<file path="config.mk">
export PLATFORM = sky130hd
export DESIGN_NAME = pbsc_top
export DESIGN_NICKNAME = d
export VERILOG_FILES = /design/src/pbsc_pkg.sv /design/src/pbsc_boot_if.sv /design/src/pbsc_boot_seq.sv /design/src/pbsc_top.sv
export SDC_FILE = /design/constraint.sdc
export NUM_CORES = 1
export LEC_CHECK = 0
export CORE_UTILIZATION = 56
export CTS_BUF_LIST = sky130_fd_sc_hd__clkbuf_16
export DETAILED_ROUTE_END_ITERATION = 16
export DONT_BUFFER_PORTS = 1
export PLACE_DENSITY_LB_ADDON = 0.05
export SETUP_SLACK_MARGIN = 0.4
export SLEW_MARGIN = 20
export SYNTH_ARGS = -nofsm -noshare
export SYNTH_HDL_FRONTEND = slang
export SYNTH_HIERARCHICAL = 1
export SYNTH_SLANG_ARGS = --single-unit
</file>
<file path="constraint.sdc">
create_clock -name clock -period 1.2 [get_ports clock]
set_clock_uncertainty 0.15 [all_clocks]
set_input_delay 0.18 -clock clock [delete_from_list [all_inputs] [get_ports clock]]
set_output_delay 0.18 -clock clock [all_outputs]
set_load 0.03 [all_outputs]
</file>
<file path="src/pbsc_pkg.sv">
// Constants, register map and types for the panelless bus strobe control block
`default_nettype none
package pbsc_pkg;
  // Register byte offsets on the AXI4-Lite slave
  localparam logic [3:0] PBSC_CTRL_OFS = 4'h0;
  localparam logic [3:0] PBSC_STATUS_OFS = 4'h4;
  localparam logic [3:0] PBSC_VECTOR_OFS = 4'h8;
  localparam int PBSC_ADDR_W = 4;
  // Control register fields and reset value
  localparam int PBSC_CTRL_STROBE_BIT = 0;
  localparam int PBSC_CTRL_PANEL_BIT = 1;
  localparam logic [1:0] PBSC_CTRL_RESET = 2'h3;
  // Status register fields
  localparam int PBSC_STAT_STROBE_BIT = 0;
  localparam int PBSC_STAT_PANEL_BIT = 1;
  localparam int PBSC_STAT_JUMP_BIT = 2;
  localparam int PBSC_STAT_DMA_BIT = 3;
  localparam int PBSC_STAT_RUN_BIT = 4;
  // Start location geometry: PROM address jumpers pick a 1 K boundary
  localparam int PBSC_CPU_ADDR_W = 16;
  localparam int PBSC_PAGE_SHIFT = 10;
  localparam int PBSC_PAGE_W = PBSC_CPU_ADDR_W - PBSC_PAGE_SHIFT;
  localparam logic [15:0] PBSC_ZERO_VECTOR = 16'h0000;
  // Strap reset value: strobe generation off until straps are sampled
  localparam logic PBSC_STRAP_RESET = 1'b0;
  // AXI responses
  localparam logic [1:0] PBSC_RESP_OKAY = 2'h0;
  localparam logic [1:0] PBSC_RESP_SLVERR = 2'h2;
  // Reset sequencer states, Gray along hold -> run
  typedef enum logic {PBSC_HOLD = 1'b0, PBSC_RUN = 1'b1} pbsc_seq_type;
endpackage
`default_nettype wire

</file>
<file path="src/pbsc_boot_if.sv">
// Interface between the top and the start-up sequencer
`timescale 1ns/1ns
`default_nettype none
interface pbsc_boot_if;
  import pbsc_pkg::*;
  logic ext_reset;
  logic jump_enable;
  logic prom_enable;
  logic [PBSC_PAGE_W-1:0] prom_page;
  logic [PBSC_CPU_ADDR_W-1:0] start_vector;
  logic cpu_reset_n;
  logic jump_taken;
  logic running;
  modport ctl (output ext_reset, jump_enable, prom_enable, prom_page,
    input start_vector, cpu_reset_n, jump_taken, running);
  modport seq (input ext_reset, jump_enable, prom_enable, prom_page,
    output start_vector, cpu_reset_n, jump_taken, running);
endinterface
`default_nettype wire

</file>
<file path="src/pbsc_boot_seq.sv">
// Start-up sequencer: holds the processor in reset and picks its start location
`timescale 1ns/1ns
`default_nettype none
module pbsc_boot_seq
  import pbsc_pkg::*;
(
  input wire logic clock,
  input wire logic rst_n,
  pbsc_boot_if.seq boot
);
  pbsc_seq_type state_reg, state_next;
  logic [PBSC_CPU_ADDR_W-1:0] vector_reg, vector_next;
  logic jump_reg, jump_next;

  ////////////////////////////////////////////////////////////////////////////
  // Next state: vector follows the switches while reset is held
  always_comb
  begin
    state_next = state_reg;
    vector_next = vector_reg;
    jump_next = jump_reg;
    unique case (state_reg)
      PBSC_HOLD:
      begin
        // Same jumpers place the PROM or the main-memory target
        if (boot.jump_enable)
        begin
          vector_next = {boot.prom_page, {PBSC_PAGE_SHIFT{1'b0}}}; // [RL9] [RL10]
        end
        else
        begin
          vector_next = PBSC_ZERO_VECTOR; // [RL11]
        end
        jump_next = boot.jump_enable;
        if (!boot.ext_reset)
        begin
          state_next = PBSC_RUN;
        end
      end
      PBSC_RUN:
      begin
        // Switch changes after release have no effect until next reset
        if (boot.ext_reset)
        begin
          state_next = PBSC_HOLD; // [RL8]
        end
      end
    endcase
  end

  // Registers only
  always_ff @(posedge clock or negedge rst_n)
  begin
    if (!rst_n)
    begin
      state_reg <= PBSC_HOLD;
      vector_reg <= PBSC_ZERO_VECTOR;
      jump_reg <= 1'b0;
    end
    else
    begin
      state_reg <= state_next;
      vector_reg <= vector_next;
      jump_reg <= jump_next;
    end
  end

  assign boot.start_vector = vector_reg;
  assign boot.jump_taken = jump_reg;
  assign boot.running = (state_reg == PBSC_RUN);
  assign boot.cpu_reset_n = (state_reg == PBSC_RUN);
endmodule
`default_nettype wire

</file>
<file path="src/pbsc_top.sv">
// Panelless bus strobe control: write strobe, panel line gating, boot and registers
`timescale 1ns/1ns
`default_nettype none
//
// Overview of operation
// [RL1] With generation selected, drive the bus write strobe for processor memory writes.
// [RL2] With generation selected, also drive the strobe for DMA master memory writes.
// [RL3] A static select input enables or disables the write strobe generator.
// [RL4] Integrator keeps generation off whenever a front panel supplies the strobe.
// [RL5] Strobe generation is off by default until enabled.
// [RL6] A select input connects or cuts off the two legacy panel lines.
// [RL7] Integrator should cut off the panel lines in panelless systems.
// [RL8] Header reset and jump enable inputs control processor start-up.
// [RL9] Jump enabled with PROM enabled starts at the PROM base address.
// [RL10] Jump enabled with PROM disabled starts at the jumper-set main memory address.
// [RL11] Jump disabled starts execution at address zero.
// [RL12] With generation off the strobe line is left undriven.
module pbsc_top
  import pbsc_pkg::*;
(
  input wire logic clock,
  input wire logic rst_n,
  input wire logic write_strobe_gen_select,
  input wire logic panel_line_connect_select,
  input wire logic cpu_mem_write,
  input wire logic dma_active,
  input wire logic dma_mem_write,
  output logic mwrt_out,
  output logic mwrt_oe_n,
  input wire logic data_in_disable_in,
  input wire logic sense_switch_disable_in,
  output logic data_in_block,
  output logic sense_switch_block,
  input wire logic ext_reset_in,
  input wire logic jump_enable_in,
  input wire logic prom_enable_select,
  input wire logic [PBSC_PAGE_W-1:0] prom_page_select,
  output logic cpu_reset_n,
  output logic [PBSC_CPU_ADDR_W-1:0] start_vector,
  input wire logic [PBSC_ADDR_W-1:0] s_axi_awaddr,
  input wire logic s_axi_awvalid,
  output logic s_axi_awready,
  input wire logic [31:0] s_axi_wdata,
  input wire logic [3:0] s_axi_wstrb,
  input wire logic s_axi_wvalid,
  output logic s_axi_wready,
  output logic [1:0] s_axi_bresp,
  output logic s_axi_bvalid,
  input wire logic s_axi_bready,
  input wire logic [PBSC_ADDR_W-1:0] s_axi_araddr,
  input wire logic s_axi_arvalid,
  output logic s_axi_arready,
  output logic [31:0] s_axi_rdata,
  output logic [1:0] s_axi_rresp,
  output logic s_axi_rvalid,
  input wire logic s_axi_rready
);
  pbsc_boot_if boot ();

  logic strobe_strap_reg, strobe_strap_next;
  logic panel_strap_reg, panel_strap_next;
  logic [1:0] ctrl_reg, ctrl_next;
  logic mwrt_reg, mwrt_next;
  logic drive_reg, drive_next;
  logic din_blk_reg, din_blk_next;
  logic ssw_blk_reg, ssw_blk_next;
  logic gen_en, panel_en;
  logic aw_got_reg, aw_got_next, w_got_reg, w_got_next;
  logic [PBSC_ADDR_W-1:0] awaddr_reg, awaddr_next;
  logic [31:0] wdata_reg, wdata_next;
  logic wstrb0_reg, wstrb0_next;
  logic bvalid_reg, bvalid_next;
  logic [1:0] bresp_reg, bresp_next;
  logic rvalid_reg, rvalid_next;
  logic [31:0] rdata_reg, rdata_next;
  logic [1:0] rresp_reg, rresp_next;
  logic first_reg;

  ////////////////////////////////////////////////////////////////////////////
  // Start-up sequencer
  assign boot.ext_reset = ext_reset_in;
  assign boot.jump_enable = jump_enable_in;
  assign boot.prom_enable = prom_enable_select;
  assign boot.prom_page = prom_page_select;

  pbsc_boot_seq u_seq (
    .clock(clock),
    .rst_n(rst_n),
    .boot(boot)
  );

  assign cpu_reset_n = boot.cpu_reset_n; // [RL8]
  assign start_vector = boot.start_vector;

  ////////////////////////////////////////////////////////////////////////////
  // Strap sampling and bus-facing outputs
  // Straps are read after release, never loaded during async reset
  assign gen_en = strobe_strap_reg && ctrl_reg[PBSC_CTRL_STROBE_BIT]; // [RL3] [RL5]
  assign panel_en = panel_strap_reg && ctrl_reg[PBSC_CTRL_PANEL_BIT];

  always_comb
  begin
    strobe_strap_next = write_strobe_gen_select; // [RL3]
    panel_strap_next = panel_line_connect_select;
    // Processor writes or a DMA master's writes while it owns the bus
    mwrt_next = gen_en && (cpu_mem_write || (dma_active && dma_mem_write)); // [RL1] [RL2]
    drive_next = gen_en; // [RL12]
    // Cut-off lines read as inactive so nothing downstream reacts
    din_blk_next = panel_en && data_in_disable_in; // [RL6]
    ssw_blk_next = panel_en && sense_switch_disable_in; // [RL6]
  end

  always_ff @(posedge clock or negedge rst_n)
  begin
    if (!rst_n)
    begin
      strobe_strap_reg <= PBSC_STRAP_RESET;
      panel_strap_reg <= PBSC_STRAP_RESET;
      mwrt_reg <= 1'b0;
      drive_reg <= 1'b0;
      din_blk_reg <= 1'b0;
      ssw_blk_reg <= 1'b0;
    end
    else
    begin
      strobe_strap_reg <= strobe_strap_next;
      panel_strap_reg <= panel_strap_next;
      mwrt_reg <= mwrt_next;
      drive_reg <= drive_next;
      din_blk_reg <= din_blk_next;
      ssw_blk_reg <= ssw_blk_next;
    end
  end

  assign mwrt_out = mwrt_reg;
  assign mwrt_oe_n = !drive_reg; // [RL12]
  assign data_in_block = din_blk_reg;
  assign sense_switch_block = ssw_blk_reg;

  ////////////////////////////////////////////////////////////////////////////
  // AXI4-Lite slave; address and data taken in either order
  assign s_axi_awready = !aw_got_reg && !bvalid_reg;
  assign s_axi_wready = !w_got_reg && !bvalid_reg;
  assign s_axi_arready = !rvalid_reg;

  always_comb
  begin
    aw_got_next = aw_got_reg;
    w_got_next = w_got_reg;
    awaddr_next = awaddr_reg;
    wdata_next = wdata_reg;
    wstrb0_next = wstrb0_reg;
    bvalid_next = bvalid_reg;
    bresp_next = bresp_reg;
    ctrl_next = ctrl_reg;
    rvalid_next = rvalid_reg;
    rdata_next = rdata_reg;
    rresp_next = rresp_reg;
    if (s_axi_awvalid && s_axi_awready)
    begin
      aw_got_next = 1'b1;
      awaddr_next = s_axi_awaddr;
    end
    if (s_axi_wvalid && s_axi_wready)
    begin
      w_got_next = 1'b1;
      wdata_next = s_axi_wdata;
      wstrb0_next = s_axi_wstrb[0];
    end
    // Commit one cycle after both halves are held
    if (aw_got_reg && w_got_reg)
    begin
      aw_got_next = 1'b0;
      w_got_next = 1'b0;
      bvalid_next = 1'b1;
      bresp_next = PBSC_RESP_OKAY;
      if (awaddr_reg == PBSC_CTRL_OFS)
      begin
        if (wstrb0_reg)
        begin
          ctrl_next = wdata_reg[1:0];
        end
      end
      else if (awaddr_reg != PBSC_STATUS_OFS && awaddr_reg != PBSC_VECTOR_OFS)
      begin
        bresp_next = PBSC_RESP_SLVERR;
      end
    end
    if (bvalid_reg && s_axi_bready)
    begin
      bvalid_next = 1'b0;
    end
    // Read data captured at address acceptance
    if (s_axi_arvalid && s_axi_arready)
    begin
      rvalid_next = 1'b1;
      rresp_next = PBSC_RESP_OKAY;
      rdata_next = 32'h0000_0000;
      unique case (s_axi_araddr)
        PBSC_CTRL_OFS: rdata_next[1:0] = ctrl_reg;
        PBSC_STATUS_OFS:
        begin
          rdata_next[PBSC_STAT_STROBE_BIT] = drive_reg;
          rdata_next[PBSC_STAT_PANEL_BIT] = panel_en;
          rdata_next[PBSC_STAT_JUMP_BIT] = boot.jump_taken;
          rdata_next[PBSC_STAT_DMA_BIT] = dma_active;
          rdata_next[PBSC_STAT_RUN_BIT] = boot.running;
        end
        PBSC_VECTOR_OFS: rdata_next[PBSC_CPU_ADDR_W-1:0] = boot.start_vector;
        default: rresp_next = PBSC_RESP_SLVERR;
      endcase
    end
    else if (rvalid_reg && s_axi_rready)
    begin
      rvalid_next = 1'b0;
    end
  end

  always_ff @(posedge clock or negedge rst_n)
  begin
    if (!rst_n)
    begin
      aw_got_reg <= 1'b0;
      w_got_reg <= 1'b0;
      awaddr_reg <= '0;
      wdata_reg <= 32'h0000_0000;
      wstrb0_reg <= 1'b0;
      bvalid_reg <= 1'b0;
      bresp_reg <= PBSC_RESP_OKAY;
      ctrl_reg <= PBSC_CTRL_RESET;
      rvalid_reg <= 1'b0;
      rdata_reg <= 32'h0000_0000;
      rresp_reg <= PBSC_RESP_OKAY;
    end
    else
    begin
      aw_got_reg <= aw_got_next;
      w_got_reg <= w_got_next;
      awaddr_reg <= awaddr_next;
      wdata_reg <= wdata_next;
      wstrb0_reg <= wstrb0_next;
      bvalid_reg <= bvalid_next;
      bresp_reg <= bresp_next;
      ctrl_reg <= ctrl_next;
      rvalid_reg <= rvalid_next;
      rdata_reg <= rdata_next;
      rresp_reg <= rresp_next;
    end
  end

  assign s_axi_bvalid = bvalid_reg;
  assign s_axi_bresp = bresp_reg;
  assign s_axi_rvalid = rvalid_reg;
  assign s_axi_rdata = rdata_reg;
  assign s_axi_rresp = rresp_reg;

  ////////////////////////////////////////////////////////////////////////////
  // Checks
  // Marks the first clock after reset release
  always_ff @(posedge clock or negedge rst_n)
  begin
    if (!rst_n)
    begin
      first_reg <= 1'b1;
    end
    else
    begin
      first_reg <= 1'b0;
    end
  end
endmodule
`default_nettype wire

</file>
Word level (Yosys, flattened, before mapping)
Index checks and enable logic that the tools add are counted.
- reductions and logical operators: 29
- muxes and demuxes: 16
- equal/unequal tests: 4
- operators by type and width (kind ; number):
    $mux 16 ; 1
    $logic_and 1x1->1 ; 15
    $mux 11 ; 1
    $mux 1 ; 9
    $logic_not 4->1 ; 2
    $reduce_bool 2->1 ; 4
    $mux 2 ; 3
    $pmux 2 s3 ; 1
    $pmux 3 s2 ; 1
    $logic_not 1->1 ; 5
    $eq 4x3->1 const B ; 1
    $eq 4x4->1 const B ; 1
    $ne 4x3->1 const B ; 1
    $ne 4x4->1 const B ; 1
    $reduce_and 3->1 ; 1
    $reduce_or 3->1 ; 1
    $logic_or 1x1->1 ; 1
- bits in registers: 57
- output and inout port bits: 62

Longest topological paths before layout
Gate-level depths: netlist of the first run.
- depth after elaboration: 5
- depth in mapped cells: 5
- depth with buffers taken out: 3

Hierarchy
Netlist of the first run, hierarchy kept.
- by module, submodules not included (module ; sequential area each (sq um) ; area each (sq um) ; times used ; cells each):
    pbsc_top ; 928.4 ; 1665.3 ; 1 ; 132
    pbsc_boot_seq ; 200.2 ; 387.9 ; 1 ; 41

Worst setup path before layout of the first run
No wires, ideal clock.
- path type: reg2reg
- from: reg bvalid_reg (netlist: s_axi_bvalid)
- to: reg wdata_reg[0]
- clock period less this slack: 1.868 ns
- data required time: 0.925 ns
- library setup time: 0.125 ns
- data arrival time: 1.593 ns
- slack: -0.668 ns
- buffers on the path: 0
- stages on the path, launching flop included: 4
- cell sequence: dfrtp_1 -> nor2_1 -> and2_1 -> mux2_2
- word-level cells in the longest chain between the ends: 3
- RTL lines (what ; line ; text):
    start, declared ; pbsc_top.sv:72 ; logic bvalid_reg, bvalid_next;
    start signal, assigned ; pbsc_top.sv:242 ; bvalid_reg <= bvalid_next;
    $logic_not 1->1 ; pbsc_top.sv:143 ; assign s_axi_wready = !w_got_reg && !bvalid_reg;
    $logic_and 1x1->1 ; pbsc_top.sv:143 ;
    via s_axi_wready ; pbsc_top.sv:46 ; output logic s_axi_wready,
    $logic_and 1x1->1 ; pbsc_top.sv:164 ; if (s_axi_wvalid && s_axi_wready)
    end signal, assigned ; pbsc_top.sv:240 ; wdata_reg <= wdata_next;
    end, declared ; pbsc_top.sv:70 ; logic [31:0] wdata_reg, wdata_next;
The timed path passes the listed nets, and every way through them passes these cells.
A chain may end at the register's enable or synchronous reset.

Worst setup path in the final report of the first run
- from: reg rvalid_reg (netlist: s_axi_rvalid)
- to: out s_axi_arready
- word-level cells in the longest chain between the ends: 1
- RTL lines (what ; line ; text):
    start, declared ; pbsc_top.sv:74 ; logic rvalid_reg, rvalid_next;
    start signal, assigned ; pbsc_top.sv:245 ; rvalid_reg <= rvalid_next;
    $logic_not 1->1 ; pbsc_top.sv:144 ; assign s_axi_arready = !rvalid_reg;
    end, declared ; pbsc_top.sv:52 ; output logic s_axi_arready,
Every way passes these cells.

==> results_dict.tcl, run 1 <==
set metrics [dict create \
    status "finished, violations left" \
    violations "negative hold slack, negative setup slack" \
    clock-sinks 45 \
    fmax_mhz 735 \
    die_area_um2 3910 \
    setup_viol 27 \
    cp_slowest_cell "dfrtp_2" \
    initial_utilization 0.601 \
    maxCapViolations 0 \
    num_vias 1323 \
    wirelength_um 3970 \
    cp_slowest_stage_delay_ns 0.43 \
    r2r-end "ctrl_reg[1]" \
    place_hpwl_um 2790 \
    synthCells 173 \
    critPathArrivalTime_ns 1.03 \
    p_leak_nw 1.22 \
    htree_levels 2 \
    dr.pass1.iters 3 \
    crit_start "s_axi_rvalid" \
    antenna_found_initial 0 \
    holdBufCountCts 4 \
    slew_violations 0 \
    rrSetupSlack_ns -0.16 \
    grt_pass1_wl_um 6470 \
    critPathBufInv 3 \
    cts_tree "built" \
    rows 21 \
    worst-path-stages 3 \
    final_common_cell "dfrtp_2" \
    r2r_start "awaddr_reg[1]" \
    synth-main-ff-cell "dfrtp_1" \
    final_cell_mix "dfrtp_2 (31), conb_1 (28), buf_6 (20)" \
    hold_violations 66 \
    wl_per_cell_um 15.5 \
    synth_area_per_cell_um2 11.9 \
    root_buffer "clkbuf_16" \
    die_h_um 62.6 \
    overflow 0 \
    largest_register_ffs 16 \
    gp_routability_congestion 0.822 \
    fin_nets 276 \
    ant_nets 0 \
    synth-seq-cells 45 \
    finalWorstSetupSlack_ns -0.161 \
    hold-worst-slack_ns -0.558 \
    comb_power_share 0.325 \
    numCtsBuffers 5 \
    clk_pin_slew_ns 0.06 \
    grt_max_degree 46 \
    clockBufferDepth 2 \
    pwr-share-clk 0.241 \
    reg2reg_depth 3 \
    drtIter0Drc 62 \
    clkLatencyLatePin_ns 0.28 \
    ir_worst_vdd_uv 1580 \
    fin_crit_sh 1.13 \
    first_global_vias 1354 \
    cp_max_fo 3 \
    p_sw_frac 0.320 \
    die_x_um 62.6 \
    start_kind "flop" \
    post-route-min-period_ns 1.36 \
    rsz0062_at_grt "yes" \
    p_per_area_nw_per_um2 2010 \
    syn_area_um2 2050 \
    synth_warnings 6 \
    end_kind "output port" \
    antenna_cells 0 \
    cp_cell_sequence "buf_6, inv_4, buf_12" \
    fill_cells 207 \
    critical_path_class "flop to output port" \
    ys_seq_area_frac 0.550 \
    ys_types 35 \
    intPower_mw 3.62 \
    grt_usage 0.210 \
    ys_async_sr_fraction 1.00 \
    drc 0 \
    sequentialPowerShare 0.434 \
    cp.required_ns 0.87 \
    core-area_um2 3420 \
    viasPerCell 5.17 \
    p_sw_mw 1.70 \
    synth_edf_count 0 \
    place_ws_ns -0.252 \
    io_buffers 0 \
    hp-class "primary input to asynchronous set/reset pin" \
    ios 129 \
    layout-drive-gt1-share 0.548 \
    crit_family "flip-flops" \
    seq_area_um2 1170 \
    endpoint "s_axi_arready" \
    area_growth_pct 28.8 \
    multi_input_area_um2 876 \
]
-- power by group through the flow --
stage / Clock (mW) / Sequential, mW / Combinational, mW
2_1_floorplan: 0 / 2.30 / 0.965
3_3_place_gp: 0 / 2.30 / 1.27
3_5_place_dp: 0 / 2.32 / 1.30
4_1_cts: 1.30 / 2.29 / 1.60
5_1_grt: 1.35 / 2.35 / 1.83
6_report: 1.28 / 2.31 / 1.73
-- cell usage after synthesis (all sizes together), types with 2 or more instances --
library cell,instances,area share
dfrtp,43,0.52
buf,34,0.13
nand2,17,0.031
a22o,11,0.047
mux2,10,0.066
nor2,9,0.018
o21ai,9,0.022
inv,5,0.0091
a21oi,4,0.0098
and2,3,0.0091
a221oi,2,0.0085
and3,2,0.0061
and3b,2,0.0085
conb,2,0.0037
dfstp,2,0.026
nand2b,2,0.0061
nand3,2,0.011
nor2b,2,0.0098
nor4b,2,0.015
-- final cells by class --
| type | instances | share of cell area |
|---|---|---|
| clock buffers | 5 | 0.0473 |
| inverters | 5 | 0.00804 |
| repair buffers | 37 | 0.145 |
| multi-input cells | 115 | 0.331 |
| well taps | 46 | 0.0218 |
| clock inverters | 3 | 0.00568 |
| flip-flops and latches | 45 | 0.441 |
-- worst reg2reg max path, cell delays in order, from the launching register on --
cell and delay (ns):
dfrtp_1 0.38, and4bb_4 0.37, nand3_4 0.09, mux2_4 0.30
-- per-stage QoR --
stage | power, mW | utilization | TNS [ns] | area, um^2 | cells
final | 5.32 | 0.774 | -2.87 | 2650 | 256
after global placement | 3.56 | 0.644 | -1.49 | 2200 | 231
after detailed placement | 3.62 | 0.644 | -1.66 | 2200 | 231
after global routing | 5.53 | 0.774 | -3.93 | 2650 | 256
after CTS | 5.19 | 0.743 | -2.47 | 2540 | 253
after floorplan | 3.26 | - | -4.28 | 2250 | 199
-- worst min path at each step --
stage | start | to | slack (ns) | cells past startpoint
after floorplan | rst_n | aw_got_reg | -0.27 | 0
after global placement | rst_n | sense_switch_block | -0.26 | 0
after detailed placement | rst_n | data_in_block | -0.26 | 0
after CTS | rst_n | data_in_block | -0.56 | 0
after global routing | rst_n | s_axi_rdata[6] | -0.57 | 0
final | rst_n | s_axi_rdata[6] | -0.56 | 0
-- cell families after synthesis --
group,count (synthesis),synth area share
DFF,45,0.550
and+or+nand+nor,44,0.129
buffers and inverters,39,0.136
AOI/OAI and AO/OA,32,0.112
muxes,11,0.0707
other,2,0.00366
-- what timing repair did --
action | in CTS | in global routing
endpoints found under the setup margin | 76 | 76
gates resized for setup | 29 | 21
pin swaps | 7 | 14
setup buffers | 10 | 3
endpoints found under the hold margin | 70 | 66
-- metal layers --
metal,vias up,track usage,wire length (um)
met5,-,0,0
met2,61,0.340,1950
met3,2,0.0766,318
met4,0,0.0727,15
met1,644,0.258,1680
li1,616,-,-
(Power assumes the default switching activity.)
==> run 2, diff against run 1 <==
--- a/config.mk
+++ b/config.mk
@@ -5,7 +5,8 @@
 export SDC_FILE = /design/constraint.sdc
 export NUM_CORES = 1
 export LEC_CHECK = 0
-export CORE_UTILIZATION = 56
+export CORE_ASPECT_RATIO = 1.75
+export CORE_UTILIZATION = 62
 export CTS_BUF_LIST = sky130_fd_sc_hd__clkbuf_16
 export DETAILED_ROUTE_END_ITERATION = 16
 export DONT_BUFFER_PORTS = 1
==> constraint.sdc (replaced) <==
create_clock -name clock -period 1.5 [get_ports clock]
set_clock_uncertainty 0.15 [all_clocks]
set_input_delay 0.225 -clock clock [delete_from_list [all_inputs] [get_ports clock]]
set_output_delay 0.225 -clock clock [all_outputs]
set_load 0.03 [all_outputs]
==> run 2 against run 1 <==
The flow finishes with violations (negative hold slack). Sequential share of layout area shrank 1.4 points. Setup slack gained 0.28 ns. Largest cell class unchanged. Largest power group unchanged. Non-clock buffer count grew 10. Power shrank 21%. Clock power shrank 19%. Count of clock-buffer cells in the layout is the same. Core utilization grew 9.5 points. Design area grew 3.3%. Sequential power shrank 19%. First-iteration DRC count shrank 74%. Die area shrank 9.1%.
==> results_dict.tcl, run 2 (synthesis gave the netlist of run 1 again) <==
set metrics [dict create \
    critPathArrivalTime_ns 1.01 \
    cp_cell_sequence "nor2_4, buf_6" \
    comb_power_share 0.311 \
    setup_viol 0 \
    drc 0 \
    place_hpwl_um 2680 \
    final_common_cell "dfrtp_2" \
    r2r_start "awaddr_reg[1]" \
    root_buffer "clkbuf_16" \
    overflow 0 \
    hold-worst-slack_ns -0.518 \
    antenna_cells 0 \
    p_per_area_nw_per_um2 1540 \
    dr.pass1.iters 4 \
    clock-sinks 45 \
    p_sw_mw 1.40 \
    cp_max_fo 3 \
    r2r-end "ctrl_reg[1]" \
    clk_pin_slew_ns 0.06 \
    hp-class "primary input to asynchronous set/reset pin" \
    ios 129 \
    finalPower_mw 4.22 \
    fin_nets 288 \
    drtIter0Drc 16 \
    p_sw_frac 0.333 \
    place_ws_ns 0.0445 \
    p_leak_nw 1.26 \
    grt_usage 0.288 \
    hold_violations 45 \
    maxCapViolations 0 \
    pwr-share-clk 0.247 \
    ir_worst_vdd_uv 1240 \
    wirelength_um 5120 \
    num_vias 1432 \
    sequentialPowerShare 0.442 \
    fin_util 0.870 \
    die_h_um 78.1 \
    intPower_mw 2.81 \
    critical_path_class "flop to output port" \
    grt_pass1_wl_um 7210 \
    grt_max_degree 46 \
    fmax_mhz 722 \
    slew_violations 0 \
    die_area_um2 3550 \
    start_kind "flop" \
    cp_slowest_stage_delay_ns 0.46 \
    violations "negative hold slack" \
    clkLatencyLatePin_ns 0.28 \
    rows 27 \
    die_x_um 45.5 \
    first_global_vias 1574 \
    layout-drive-gt1-share 0.464 \
    viasPerCell 5.40 \
    io_buffers 0 \
    reg2reg_depth 3 \
    rsz0062_at_grt "yes" \
    tns_ns 0 \
    cp_slowest_cell "dfrtp_2" \
    final_cell_mix "dfrtp_2 (32), conb_1 (28), dlygate4sd3_1 (23)" \
    antenna_found_initial 0 \
    status "finished, violations left" \
    gp_routability_congestion 0.660 \
    fin_crit_sh 0.923 \
    rrSetupSlack_ns 0.14 \
    cp.required_ns 1.12 \
    clockBufferDepth 2 \
    holdBufCountCts 24 \
    largest_register_ffs 16 \
    core-area_um2 3140 \
    wl_per_cell_um 19.3 \
    ant_nets 0 \
    end_kind "output port" \
    cts_tree "built" \
    htree_levels 2 \
    post-route-min-period_ns 1.39 \
    finalWorstSetupSlack_ns 0.115 \
    area_growth_pct 33.1 \
    numCtsBuffers 5 \
    initial_utilization 0.654 \
]
## run 2: cell count changes in the layout (fill, tap and decap cells not counted), moves of 3 or more
cell / change
nand2_1: +4
dlygate4sd3_1: +19
nand2_2: -3
buf_6: -6
o21ai_0: +3
## run 2: through the flow
| step | instances | area, um^2 | hold WS (ns) |
|---|---|---|---|
| floorplan | 199 | 2220 | -0.221 |
| global placement | 217 | 2060 | -0.220 |
| detailed placement | 217 | 2060 | -0.220 |
| CTS | 261 | 2650 | -0.521 |
| global route | 265 | 2730 | -0.529 |
| finish | 265 | 2730 | -0.518 |
## run 2: cell type report
class                           instances  area [um^2]
Clock buffer                            5          125
Inverter                                5         22.5
Timing Repair Buffer                   47          468
Fill cell                             167          409
Clock inverter                          3         13.8
Tap cell                               43         53.8
Multi-Input combinational cell        117          881
Sequential cell                        45         1170
## run 2: what timing repair did
item                                    in CTS  in global routing
resized for setup                           51                 20
endpoints found under the hold margin       68                 45
setup buffers                                9                  4
endpoints found under the setup margin      65                 71
gates cloned                                 3                  0
pin swaps                                   12                  4
## run 2: power by group through the flow
stage                     Clock (mW)  Sequential (mW)  Combinational, mW
after floorplan                    0             1.83              0.760
after global placement             0             1.84              0.844
after detailed placement           0             1.85              0.863
after CTS                       1.05             1.85               1.15
after global routing            1.11             1.89               1.37
final                           1.04             1.86               1.31
## run 2: worst max path at each step
stage | startpoint | to | cells past startpoint
floorplan | s_axi_bvalid | awaddr_reg[0] | 4
global placement | s_axi_bvalid | awaddr_reg[3] | 3
detailed placement | s_axi_bvalid | awaddr_reg[1] | 3
CTS | w_got_reg | s_axi_wready | 2
global route | s_axi_rvalid | s_axi_arready | 2
finish | s_axi_bvalid | s_axi_awready | 2
## run 2: worst max-delay path: cells and delay by family, from the launching register on
family,cells,cell delay (ns)
flip-flops,1,0.46
buffers and inverters,1,0.14
AND/OR/NAND/NOR,1,0.12
## run 2: routing by layer
layer  global-route usage  vias up  share of wire
met5                    0        -              0
met4                0.109        0          0.030
met3                0.115       14          0.070
met2                0.506       77           0.59
met1                0.285      712           0.31
li1                     -      629              -
